File: config.mk
export PLATFORM = sky130hd
export DESIGN_NAME = phy_control_status_regs
export DESIGN_NICKNAME = d
export VERILOG_FILES = /design/src/phy_ctrl_pkg.sv /design/src/reset_sync.sv /design/src/self_clear_timer.sv /design/src/phy_control_status_regs.sv
export SDC_FILE = /design/constraint.sdc
export NUM_CORES = 1
export LEC_CHECK = 0
export ABC_AREA = 1
export BUFFER_PORTS_ARGS = -buffer_cell sky130_fd_sc_hd__buf_2
export CORE_MARGIN = 2
export CORE_UTILIZATION = 30
export CTS_CLUSTER_SIZE = 12
export DETAILED_ROUTE_END_ITERATION = 10
export GPL_ROUTABILITY_DRIVEN = 1
export PLACE_DENSITY = 0.58
export SYNTH_ARGS = -nofsm -noshare
export SYNTH_HDL_FRONTEND = slang
export SYNTH_SLANG_ARGS = --single-unit
File: constraint.sdc
create_clock -name ref_clk -period 2.75 [get_ports ref_clk]
set_input_delay 0.825 -clock ref_clk [delete_from_list [all_inputs] [get_ports ref_clk]]
set_output_delay 0.825 -clock ref_clk [all_outputs]
set_load 0.01 [all_outputs]
File: src/phy_ctrl_pkg.sv
// Operation
// - Soft reset bit resets, self-clears within 200us
// - Control register reads 0x3000 after reset, 0x3400 with strap all ones
// - Speed bit one selects 100, zero 10
// - Speed bit applies only without autonegotiation
// - Speed strap overrides speed bit
// - Autonegotiation strap overrides enable bit 12
// - MII disable inverted; strap not ones clears default
// - Restart bit restarts negotiation, clears when done
// - Duplex bit, autoneg off only, strap overrides
// - Status register read-only, reads 0x7809
// - Status bit 14 reports 100 full capability
// - Status bit 13 reports 100 half capability
// - Self-clearing fields read back, clear when done
package phy_ctrl_pkg;

    localparam int          MGMT_ADDR_W     = 5;
    localparam int          REG_W           = 16;
    localparam int          STRAP_W         = 4;

    localparam logic [4:0]  BASIC_CONTROL   = 5'h00;
    localparam logic [4:0]  BASIC_STATUS    = 5'h01;

    localparam logic [15:0] CONTROL_RESET   = 16'h3000;
    localparam logic [15:0] STATUS_VALUE    = 16'h7809;
    localparam logic [15:0] CONTROL_WR_MASK = 16'hff80;

    localparam int          SOFT_RESET_BIT  = 15;
    localparam int          LOOPBACK_BIT    = 14;
    localparam int          SPEED_BIT       = 13;
    localparam int          AUTONEG_EN_BIT  = 12;
    localparam int          POWER_DOWN_BIT  = 11;
    localparam int          MII_PORT_BIT    = 10;
    localparam int          AUTONEG_RST_BIT = 9;
    localparam int          DUPLEX_BIT      = 8;
    localparam int          COL_TEST_BIT    = 7;

    localparam logic [3:0]  STRAP_ALL_ONES  = 4'hf;

    localparam int          CLK_PERIOD_NS   = 4;
    localparam int          SELF_CLEAR_US   = 200;
    // Longest time, rounded down
    localparam int          SELF_CLEAR_CYCLES = (SELF_CLEAR_US * 1000) / CLK_PERIOD_NS;
    localparam int          SOFT_RESET_HOLD = 64;

endpackage

File: src/reset_sync.sv
`timescale 1ns/10ps
module reset_sync (
    input  wire logic ref_clk,
    input  wire logic nrst,
    output logic      rstSyncN
);
    typedef struct packed {
        logic [1:0] stage;
    } sync_state_t;

    sync_state_t stateQ;
    sync_state_t stateD;

    always_comb begin
        stateD       = stateQ;
        stateD.stage = {stateQ.stage[0], 1'b1};
    end

    always_ff @(posedge ref_clk or negedge nrst) begin
        if (!nrst) begin
            stateQ <= '0;
        end else begin
            stateQ <= stateD;
        end
    end

    assign rstSyncN = stateQ.stage[1];
endmodule // reset_sync

File: src/self_clear_timer.sv
`timescale 1ns/10ps
module self_clear_timer #(
    parameter int HOLD_CYCLES = 64
) (
    input  wire logic ref_clk,
    input  wire logic rstN,
    input  wire logic start,
    output logic      busy,
    output logic      done
);
    localparam int CW = $clog2(HOLD_CYCLES + 1);
    localparam logic [CW-1:0] LAST = CW'(HOLD_CYCLES - 1);

    typedef struct packed {
        logic [CW-1:0] count;
        logic          busy;
    } timer_state_t;

    timer_state_t stateQ;
    timer_state_t stateD;

    always_comb begin
        stateD = stateQ;
        done   = 1'b0;
        if (stateQ.busy) begin
            if (stateQ.count == LAST) begin
                stateD.busy  = 1'b0;
                stateD.count = '0;
                done         = 1'b1;
            end else begin
                stateD.count = stateQ.count + CW'(1);
            end
        end else if (start) begin
            stateD.busy  = 1'b1;
            stateD.count = '0;
        end
    end

    always_ff @(posedge ref_clk or negedge rstN) begin
        if (!rstN) begin
            stateQ <= '0;
        end else begin
            stateQ <= stateD;
        end
    end

    assign busy = stateQ.busy;
endmodule // self_clear_timer

File: src/phy_control_status_regs.sv
`timescale 1ns/10ps
module phy_control_status_regs #(
    parameter int SOFT_RESET_HOLD   = phy_ctrl_pkg::SOFT_RESET_HOLD,
    parameter int SELF_CLEAR_CYCLES = phy_ctrl_pkg::SELF_CLEAR_CYCLES
) (
    input  wire logic                                ref_clk,
    input  wire logic                                nrst,
    input  wire logic [phy_ctrl_pkg::MGMT_ADDR_W-1:0] mgmtAddr,
    input  wire logic                                mgmtWrite,
    input  wire logic [phy_ctrl_pkg::REG_W-1:0]       mgmtWrData,
    input  wire logic                                mgmtRead,
    output logic      [phy_ctrl_pkg::REG_W-1:0]       mgmtRdData,
    input  wire logic [phy_ctrl_pkg::STRAP_W-1:0]     mgmtAddressStrap,
    input  wire logic                                speedStrap,
    input  wire logic                                duplexStrap,
    input  wire logic                                autonegStrapPin,
    input  wire logic                                resolvedSpeed100,
    input  wire logic                                resolvedFullDuplex,
    input  wire logic                                autonegRestartDone,
    output logic                                     phySoftReset,
    output logic                                     loopbackEnable,
    output logic                                     powerDownEnable,
    output logic                                     collisionTestEnable,
    output logic                                     miiPortDisable,
    output logic                                     autonegEnable,
    output logic                                     autonegRestart,
    output logic                                     speed100,
    output logic                                     fullDuplex
);
    import phy_ctrl_pkg::*;

    // Soft reset must end well inside the self-clear limit
    localparam int SoftClearMax = SOFT_RESET_HOLD + 1;

    typedef struct packed {
        logic [REG_W-1:0]   ctrl;
        logic [STRAP_W-1:0] strap;
        logic               strapTaken;
        logic [REG_W-1:0]   rdData;
    } regs_state_t;

    regs_state_t stateQ;
    regs_state_t stateD;

    logic rstSyncN;
    logic resetBusy;
    logic resetDone;
    logic ctrlWrite;
    logic resetStart;

    function automatic logic [REG_W-1:0] ctrlDefault(input logic [STRAP_W-1:0] strap);
        logic [REG_W-1:0] value;
        value               = CONTROL_RESET;
        value[MII_PORT_BIT] = (strap == STRAP_ALL_ONES);
        return value;
    endfunction

    function automatic logic [REG_W-1:0] readMux(input logic [MGMT_ADDR_W-1:0] addr,
                                                  input logic [REG_W-1:0]       ctrl);
        logic [REG_W-1:0] value;
        value = '0;
        case (addr)
            BASIC_CONTROL: value = ctrl;
            BASIC_STATUS:  value = STATUS_VALUE;
            default:       value = '0;
        endcase
        return value;
    endfunction

    reset_sync u_reset_sync (
        .ref_clk  (ref_clk),
        .nrst     (nrst),
        .rstSyncN (rstSyncN)
    );

    self_clear_timer #(
        .HOLD_CYCLES (SOFT_RESET_HOLD)
    ) u_soft_reset_timer (
        .ref_clk (ref_clk),
        .rstN    (rstSyncN),
        .start   (resetStart),
        .busy    (resetBusy),
        .done    (resetDone)
    );

    // Writes during a soft reset are dropped: the register is about to be reloaded anyway
    assign ctrlWrite  = mgmtWrite && !resetBusy && (mgmtAddr == BASIC_CONTROL);
    assign resetStart = ctrlWrite && mgmtWrData[SOFT_RESET_BIT];

    always_comb begin
        stateD = stateQ;
        // Strap caught once, first cycle after reset release
        if (!stateQ.strapTaken) begin
            stateD.strapTaken        = 1'b1;
            stateD.strap             = mgmtAddressStrap;
            stateD.ctrl[MII_PORT_BIT] = (mgmtAddressStrap == STRAP_ALL_ONES);
        end
        if (autonegRestartDone) begin
            stateD.ctrl[AUTONEG_RST_BIT] = 1'b0;
        end
        if (ctrlWrite) begin
            // Low bits stay zero whatever is written
            stateD.ctrl = (mgmtWrData & CONTROL_WR_MASK) | (stateQ.ctrl & ~CONTROL_WR_MASK);
            // Set wins over the completion clear
            stateD.ctrl[AUTONEG_RST_BIT] = mgmtWrData[AUTONEG_RST_BIT]
                || (stateQ.ctrl[AUTONEG_RST_BIT] && !autonegRestartDone);
        end
        if (resetDone) begin
            stateD.ctrl = ctrlDefault(stateQ.strap);
        end
        if (mgmtRead) begin
            stateD.rdData = readMux(mgmtAddr, stateQ.ctrl);
        end
    end

    always_ff @(posedge ref_clk or negedge rstSyncN) begin
        if (!rstSyncN) begin
            stateQ      <= '0;
            stateQ.ctrl <= CONTROL_RESET;
        end else begin
            stateQ <= stateD;
        end
    end

    assign mgmtRdData          = stateQ.rdData;
    assign phySoftReset        = resetBusy;
    assign loopbackEnable      = stateQ.ctrl[LOOPBACK_BIT];
    assign powerDownEnable     = stateQ.ctrl[POWER_DOWN_BIT];
    assign collisionTestEnable = stateQ.ctrl[COL_TEST_BIT];
    assign miiPortDisable      = !stateQ.ctrl[MII_PORT_BIT];
    assign autonegRestart      = stateQ.ctrl[AUTONEG_RST_BIT];
    assign autonegEnable       = stateQ.ctrl[AUTONEG_EN_BIT] || autonegStrapPin;
    assign speed100 = autonegEnable ? resolvedSpeed100
                                    : (stateQ.ctrl[SPEED_BIT] || speedStrap);
    assign fullDuplex = autonegEnable ? resolvedFullDuplex
                                      : (stateQ.ctrl[DUPLEX_BIT] || duplexStrap);

    property p_soft_reset_clears;
        @(posedge ref_clk) disable iff (!rstSyncN)
        resetStart |=> stateQ.ctrl[SOFT_RESET_BIT] && phySoftReset
            ##[1:SoftClearMax] (!stateQ.ctrl[SOFT_RESET_BIT] && !phySoftReset);
    endproperty
    a_soft_reset_clears: assert property (p_soft_reset_clears)
        else $error("soft reset bit did not self-clear in time");

    property p_reset_value;
        @(posedge ref_clk) disable iff (!rstSyncN)
        !stateQ.strapTaken |-> (stateQ.ctrl == CONTROL_RESET);
    endproperty
    a_reset_value: assert property (p_reset_value)
        else $error("control register not at reset value");

    property p_speed_manual;
        @(posedge ref_clk) disable iff (!rstSyncN)
        (!autonegEnable && !speedStrap) |-> (speed100 == stateQ.ctrl[SPEED_BIT]);
    endproperty
    a_speed_manual: assert property (p_speed_manual)
        else $error("speed does not follow speed bit");

    property p_speed_autoneg;
        @(posedge ref_clk) disable iff (!rstSyncN)
        autonegEnable |-> (speed100 == resolvedSpeed100);
    endproperty
    a_speed_autoneg: assert property (p_speed_autoneg)
        else $error("speed bit applied during autonegotiation");

    property p_speed_strap;
        @(posedge ref_clk) disable iff (!rstSyncN)
        (!autonegEnable && speedStrap) |-> speed100;
    endproperty
    a_speed_strap: assert property (p_speed_strap)
        else $error("speed strap ignored");

    property p_autoneg_strap;
        @(posedge ref_clk) disable iff (!rstSyncN)
        autonegStrapPin |-> autonegEnable;
    endproperty
    a_autoneg_strap: assert property (p_autoneg_strap)
        else $error("autonegotiation strap ignored");

    property p_mii_strap;
        @(posedge ref_clk) disable iff (!rstSyncN)
        !stateQ.strapTaken |=> (miiPortDisable == ($past(mgmtAddressStrap) != STRAP_ALL_ONES));
    endproperty
    a_mii_strap: assert property (p_mii_strap)
        else $error("MII disable default wrong for strap");

    property p_restart_cycle;
        @(posedge ref_clk) disable iff (!rstSyncN)
        ((ctrlWrite && mgmtWrData[AUTONEG_RST_BIT])
            || (autonegRestart && !autonegRestartDone && !resetDone)) |=> autonegRestart;
    endproperty
    a_restart_cycle: assert property (p_restart_cycle)
        else $error("restart bit dropped before completion");

    property p_restart_clear;
        @(posedge ref_clk) disable iff (!rstSyncN)
        (autonegRestartDone && !(ctrlWrite && mgmtWrData[AUTONEG_RST_BIT])) |=> !autonegRestart;
    endproperty
    a_restart_clear: assert property (p_restart_clear)
        else $error("restart bit not cleared on completion");

    property p_duplex;
        @(posedge ref_clk) disable iff (!rstSyncN)
        !autonegEnable |-> (fullDuplex == (stateQ.ctrl[DUPLEX_BIT] || duplexStrap));
    endproperty
    a_duplex: assert property (p_duplex)
        else $error("duplex selection wrong");

    property p_status_read;
        @(posedge ref_clk) disable iff (!rstSyncN)
        (mgmtRead && mgmtAddr == BASIC_STATUS) |=> (mgmtRdData == STATUS_VALUE)
            && mgmtRdData[14] && mgmtRdData[13];
    endproperty
    a_status_read: assert property (p_status_read)
        else $error("status register read wrong value");

    property p_low_bits_zero;
        @(posedge ref_clk) disable iff (!rstSyncN)
        ctrlWrite |=> (stateQ.ctrl[6:0] == 7'h00) && (loopbackEnable == $past(mgmtWrData[14]));
    endproperty
    a_low_bits_zero: assert property (p_low_bits_zero)
        else $error("control write not stored as expected");

    // Everything but the strap-dependent bit must return to its default
    property p_reload_after_reset;
        @(posedge ref_clk) disable iff (!rstSyncN)
        resetDone |=> ((stateQ.ctrl & ~(REG_W'(1) << MII_PORT_BIT))
            == (CONTROL_RESET & ~(REG_W'(1) << MII_PORT_BIT)))
            && (miiPortDisable == (stateQ.strap != STRAP_ALL_ONES));
    endproperty
    a_reload_after_reset: assert property (p_reload_after_reset)
        else $error("soft reset did not reload control defaults");

    property p_soft_reset_hold;
        @(posedge ref_clk) disable iff (!rstSyncN)
        (resetBusy && !resetDone) |=> phySoftReset && stateQ.ctrl[SOFT_RESET_BIT];
    endproperty
    a_soft_reset_hold: assert property (p_soft_reset_hold)
        else $error("soft reset dropped early");

    property p_write_dropped_busy;
        @(posedge ref_clk) disable iff (!rstSyncN)
        (mgmtWrite && resetBusy && !resetDone && !autonegRestartDone)
            |=> $stable(stateQ.ctrl);
    endproperty
    a_write_dropped_busy: assert property (p_write_dropped_busy)
        else $error("control write taken during soft reset");

    property p_ctrl_read;
        @(posedge ref_clk) disable iff (!rstSyncN)
        (mgmtRead && mgmtAddr == BASIC_CONTROL) |=> (mgmtRdData == $past(stateQ.ctrl));
    endproperty
    a_ctrl_read: assert property (p_ctrl_read)
        else $error("control read does not return stored value");

    property p_read_hold;
        @(posedge ref_clk) disable iff (!rstSyncN)
        !mgmtRead |=> $stable(mgmtRdData);
    endproperty
    a_read_hold: assert property (p_read_hold)
        else $error("read data changed without a read");

    property p_unmapped_read;
        @(posedge ref_clk) disable iff (!rstSyncN)
        (mgmtRead && mgmtAddr != BASIC_CONTROL && mgmtAddr != BASIC_STATUS)
            |=> (mgmtRdData == '0);
    endproperty
    a_unmapped_read: assert property (p_unmapped_read)
        else $error("unmapped address read nonzero");

    property p_reserved_zero;
        @(posedge ref_clk) disable iff (!rstSyncN)
        (stateQ.ctrl[COL_TEST_BIT-1:0] == '0);
    endproperty
    a_reserved_zero: assert property (p_reserved_zero)
        else $error("reserved control bits not zero");

    property p_mode_write;
        @(posedge ref_clk) disable iff (!rstSyncN)
        ctrlWrite |=> (powerDownEnable == $past(mgmtWrData[POWER_DOWN_BIT]))
            && (collisionTestEnable == $past(mgmtWrData[COL_TEST_BIT]));
    endproperty
    a_mode_write: assert property (p_mode_write)
        else $error("mode enables not stored as written");

    property p_speed_write;
        @(posedge ref_clk) disable iff (!rstSyncN)
        ctrlWrite |=> (stateQ.ctrl[SPEED_BIT] == $past(mgmtWrData[SPEED_BIT]));
    endproperty
    a_speed_write: assert property (p_speed_write)
        else $error("speed bit not stored as written");

    property p_autoneg_bit;
        @(posedge ref_clk) disable iff (!rstSyncN)
        !autonegStrapPin |-> (autonegEnable == stateQ.ctrl[AUTONEG_EN_BIT]);
    endproperty
    a_autoneg_bit: assert property (p_autoneg_bit)
        else $error("autonegotiation enable does not follow its bit");

    property p_duplex_autoneg;
        @(posedge ref_clk) disable iff (!rstSyncN)
        autonegEnable |-> (fullDuplex == resolvedFullDuplex);
    endproperty
    a_duplex_autoneg: assert property (p_duplex_autoneg)
        else $error("duplex bit applied during autonegotiation");

    property p_mii_write;
        @(posedge ref_clk) disable iff (!rstSyncN)
        ctrlWrite |=> (miiPortDisable == !$past(mgmtWrData[MII_PORT_BIT]));
    endproperty
    a_mii_write: assert property (p_mii_write)
        else $error("MII disable sense wrong after write");

    // The strap is caught once; a soft reset must not take it again
    property p_strap_once;
        @(posedge ref_clk) disable iff (!rstSyncN)
        stateQ.strapTaken |=> (stateQ.strapTaken && $stable(stateQ.strap));
    endproperty
    a_strap_once: assert property (p_strap_once)
        else $error("address strap changed after capture");
endmodule // phy_control_status_regs

Word level (Yosys, flattened, before mapping)
Cells that the tools add are included.
{"block": "classes", "add_sub_neg": 1, "eq_ne": 5, "n_mux": 13, "n_bitwise": 1, "reduce_logical": 15}
{"cell": "16-bit two-way mux", "count": 2}
{"cell": "16-bit case mux with 2 select lines", "count": 1}
{"cell": "8-bit two-way mux", "count": 2}
{"cell": "16-bit by 7-bit bitwise OR with 16-bit output", "count": 1}
{"cell": "4-bit equality test, second input constant", "count": 2}
{"cell": "7-bit by 1-bit adder with 7-bit output, second input constant", "count": 1}
{"cell": "7-bit by 6-bit equality test with 1-bit output, second input constant", "count": 1}
{"cell": "1-bit two-way mux", "count": 7}
{"cell": "7-bit two-way mux", "count": 1}
{"cell": "5-bit by 1-bit equality test with 1-bit output, second input constant", "count": 1}
{"cell": "5-bit logical NOT", "count": 1}
{"cell": "1-bit logical AND", "count": 4}
{"cell": "1-bit logical OR", "count": 4}
{"cell": "2-bit nonzero test", "count": 2}
{"cell": "1-bit logical NOT", "count": 3}
{"cell": "3-bit by 1-bit inequality test with 1-bit output, second input constant", "count": 1}
{"cell": "3-bit nonzero test", "count": 1}
{"block": "word_totals", "regBits": 47, "out_inout_bits": 25, "elab_cells": 44}

Logic depth before layout (Yosys ltp)
{"block": "depth", "ltp_word": 6, "ltp_mapped": 8, "mapped_depth_nobuf": 8}

Cells and area by module
Synthesis repeated with hierarchy kept, for this count alone.
{"block": "hier_totals", "hier_cells": 202, "area_unflattened_um2": 1775.5}
{"mod": "phy_control_status_regs", "instances": 1, "cells_per_inst": 142, "area_each_um2": 1246.2}
{"mod": "self_clear_timer", "instances": 1, "cells_per_inst": 57, "area_each_um2": 475.5}
{"mod": "reset_sync", "instances": 1, "cells_per_inst": 3, "area_each_um2": 53.8}

Worst setup path after synthesis
Ideal clock, no wire load.
{"block": "synth_path", "path_type": "input to output", "start": "input port autonegStrapPin", "end": "output port fullDuplex", "t_arrival_ps": 1181, "required_ps": 1925, "setup_slack_ps": 744, "stages": 4, "cell_sequence": "nor2_1 > inv_1 > nand2_1 > nand2_1"}
{"block": "synth_via", "elab_chain_cells": 2}
{"element": "start, declared", "line": "phy_control_status_regs.sv:16", "text": "input wire logic autonegStrapPin,"}
{"element": "1-bit logical OR", "line": "phy_control_status_regs.sv:132", "text": "assign autonegEnable = stateQ.ctrl[AUTONEG_EN_BIT] || autonegStrapPin;"}
{"element": "named net autonegEnable", "line": "phy_control_status_regs.sv:25", "text": "output logic autonegEnable,"}
{"element": "1-bit two-way mux", "line": "phy_control_status_regs.sv:135", "text": "assign fullDuplex = autonegEnable ? resolvedFullDuplex"}
{"element": "end, declared", "line": "phy_control_status_regs.sv:28", "text": "output logic fullDuplex"}
The timed path passes the listed nets, and every way through them passes these cells.

Final worst setup path
{"block": "layout_path", "start": "input port autonegStrapPin", "end": "output port fullDuplex"}
{"block": "layout_via", "elab_chain_cells": 2}
{"element": "1-bit logical OR", "line": "phy_control_status_regs.sv:132"}
{"element": "1-bit two-way mux", "line": "phy_control_status_regs.sv:135"}
No other way between the ends.

==> results by group <==
Layout
  – Ant diodes: 0
  – Fraction of layout cells with a size suffix above 1: 0.357
  – Fin cells: 302
  – Area grow syn2layout: 18.1%
  – Nets: 266

STA
  – Peak Freq: 450 MHz
  – Setup violations, final: 0
  – Hold Fails Final Rpt: 0
  – Skew final: 0.00608 ns
  – Fin crit period: 2.22 ns
  – Final Max Slew Viols: 0
  – Period utilisation layout: 0.809
  – Fin Setup TNS: 0 ns
  – RSZ-0062 raised after global routing: false

Logic synthesis
  – Top cells by area, synth: dfrtp_1 48%, nand2_1 9.1%, buf_4 7.0%, nand3_1 4.6%, inv_1 3.7%
  – Synth Cell Area: 0.00173 sq mm
  – Commonest cells post-synth: 42 x nand2_1, 33 x dfrtp_1, 17 x inv_1
  – Warnings, synthesis: 0
  – Synth area leader: dfrtp_1
  – Ys flop type: dfrtp_1
  – Seq/Total Area, Yosys: 0.508
  – Syn_area_per_cell: 9.24 sq um
  – Async SR Flop Fraction: 1.00
  – Share of the synthesized area in the top cell type: 0.478
  – Yosys cell types: 31
  – Synth Register Bits: 35
  – Most common cell in the netlist: nand2_1
  – Post-synth EDFFs: 0
  – Synthesized instance count: 187

CTS
  – Total CTS buffers: 5
  – Worst-Skew Late Latency: 0.28 ns
  – CTS Hold Buffers Added: 0
  – Clock tree buffer depth: 2
  – Post-CTS setup buffer count: 0
  – CTS tree: yes
  – Post-CTS Resized: 0
  – Register clock-pin slew on the reported worst setup and hold paths: 0.07 ns
  – Clock Tree Root: clkbuf_8
  – H-Tree Depth: 2
  – Clock tree sinks: 35

Place
  – Gpl congestion: 0.749
  – Post-Place Cells: 295
  – Detailed Place HPWL: 2.65 mm
  – I/O Buffers: 52

Routing
  – Antenna viol nets, final: 0
  – Final WL: 3.44 mm
  – Avg WL per Cell: 11.4 um
  – DR vias/cell: 4.38
  – Initial drt markers: 54
  – DR vias: 1324
  – Post-route DRC: 0
  – First-pass DRT Iterations: 5

Global routing
  – Global route overflow: 0
  – Largest net degree at the start of global routing: 34
  – GRT Util Overall: 0.119
  – Initial antenna violation count: 0
  – First-pass GRT wire length: 5.83 mm
  – Number of global-route vias before repair: 1306

Worst setup path
  – RR Startpoint: u_soft_reset_timer.stateQ[1]
  – Buffers & Inverters on Critical Path: 3
  – Kind of cell adding the most delay to the critical path: buffers and inverters
  – Critical path cell sequence: buf_2 -> nor2_1 -> inv_1 -> nand2_1 -> nand2_1 -> buf_2
  – Crit path largest cell delay: 0.15 ns
  – CP max FO: 3
  – CP Data Required Time: 1.93 ns
  – CP startpoint: autonegStrapPin
  – CP startpoint kind: input port
  – Crit. End Element: output port
  – Worst reg-to-reg setup slack: 1.32 ns
  – Crit Path Class: in -> out
  – CP max stage cell: nor2_1
  – Arrival @ worst endpoint: 1.40 ns

Pwr
  – Pleak: 1.07 nW
  – Worst VDD drop: 176 uV
  – Power per cell area: 621 mW/mm^2

Die
  – Number of cell rows: 27
  – # IOs: 60
  – Chip height: 79.9 um
  – Core area: 0.00554 sq mm
  – Die X: 79.9 um
  – Initial Util: 0.312
  – Die area: 0.00638 sq mm

Hold path
  – Hold Crit Class: reg -> async

Status
  – Run status: completed

Run
  – Total of max-cap violations: 0
## registers in the layout, summed over array words and instances (netlist names)
name	cells
u_reset_sync.stateQ	2
autonegRestart	1
collisionTestEnable	1
u_soft_reset_timer.busy	1
mgmtRdData	11
loopbackEnable	1
stateQ	10
u_soft_reset_timer.stateQ	7
powerDownEnable	1
## power by group
part / internal, W / switching, W / total (W)
sequential: 0.000590 / 0.0000687 / 0.000659
clock: 0.000196 / 0.000171 / 0.000367
combinational: 0.000107 / 0.000135 / 0.000242
total: 0.000893 / 0.000374 / 0.00127
## final timing paths
check                                    endpoint  cells past startpoint
setup reg to reg                       stateQ[31]                      8
setup / recovery                       fullDuplex                      6
hold reg to reg                    autonegRestart                      1
min in group ref_clk       u_reset_sync.stateQ[1]                      0
max in group asynchronous              stateQ[33]                      1
hold / removal                     autonegRestart                      1
## cell usage in the layout (no fill, tap or decap)
cell	count
ha_1	1
nor2_2	3
a21boi_2	1
xnor2_1	1
nand3_4	1
nor2_4	1
nand2_4	2
nand2_1	42
dfstp_2	2
nor3_2	1
buf_2	52
a21oi_2	1
nand4_4	1
mux2_2	4
inv_1	17
a21oi_1	5
o21ai_2	3
a21boi_1	1
nand3_1	16
o31ai_1	3
conb_1	2
nand4_1	2
buf_4	1
inv_4	1
clkinv_2	1
o21ai_0	8
clkbuf_8	6
nor2_1	15
xor2_1	1
o21ai_1	1
dfrtp_1	33
nand3_2	1
## layer usage
| layer | vias up | GRT usage | routed length (um) |
|---|---|---|---|
| met5 | - | 0 | 0 |
| met4 | 0 | 0.0458 | 57 |
| met3 | 6 | 0.0441 | 255 |
| met2 | 39 | 0.203 | 1590 |
| met1 | 609 | 0.135 | 1530 |
| li1 | 670 | - | - |
## cells by family (layout without fill, tap and decap cells)
logic type,Yosys count,count (layout),share of synthesized area
AND/OR/NAND/NOR,85,85,0.242
multiplexers,4,4,0.0261
adder cells (fa/ha/maj),1,1,0.00724
flip-flops,35,35,0.508
AO/OA/AOI/OAI,23,23,0.0847
buffers and inverters,36,78,0.119
XOR/XNOR,2,2,0.0101
other,1,2,0.00217
## layout make-up
class / instances / area [sq um]
multi-input cells: 117 / 647
clock inverters: 1 / 5.00
clock buffers: 6 / 82.6
inverters: 18 / 70.1
flip-flops and latches: 35 / 878
repair buffers: 53 / 268
fillers: 586 / 3500
well taps: 72 / 90.1
## metrics by stage
stage	util	worst slack [ns]	hold WS, ns	cell area, sq um	total power, W
after global placement	0.353	0.535	0.284	1950	0.000909
after detailed placement	0.353	0.517	0.285	1950	0.000914
after global routing	0.368	0.459	0.304	2040	0.00136
after floorplan	-	0.744	0.331	1730	0.000841
after CTS	0.368	0.519	0.296	2040	0.00129
final	0.368	0.525	0.268	2040	0.00127
## worst register-to-register path: cells and delay by family, from the launching register on
family | cells | cell delay [ns]
buffers and inverters | 2 | 0.18
AND/OR/NAND/NOR | 4 | 0.44
adder cells (fa/ha/maj) | 1 | 0.23
flip-flops | 1 | 0.42
AO/OA/AOI/OAI | 1 | 0.05
No activity file was read; power rests on OpenSTA's default activity.
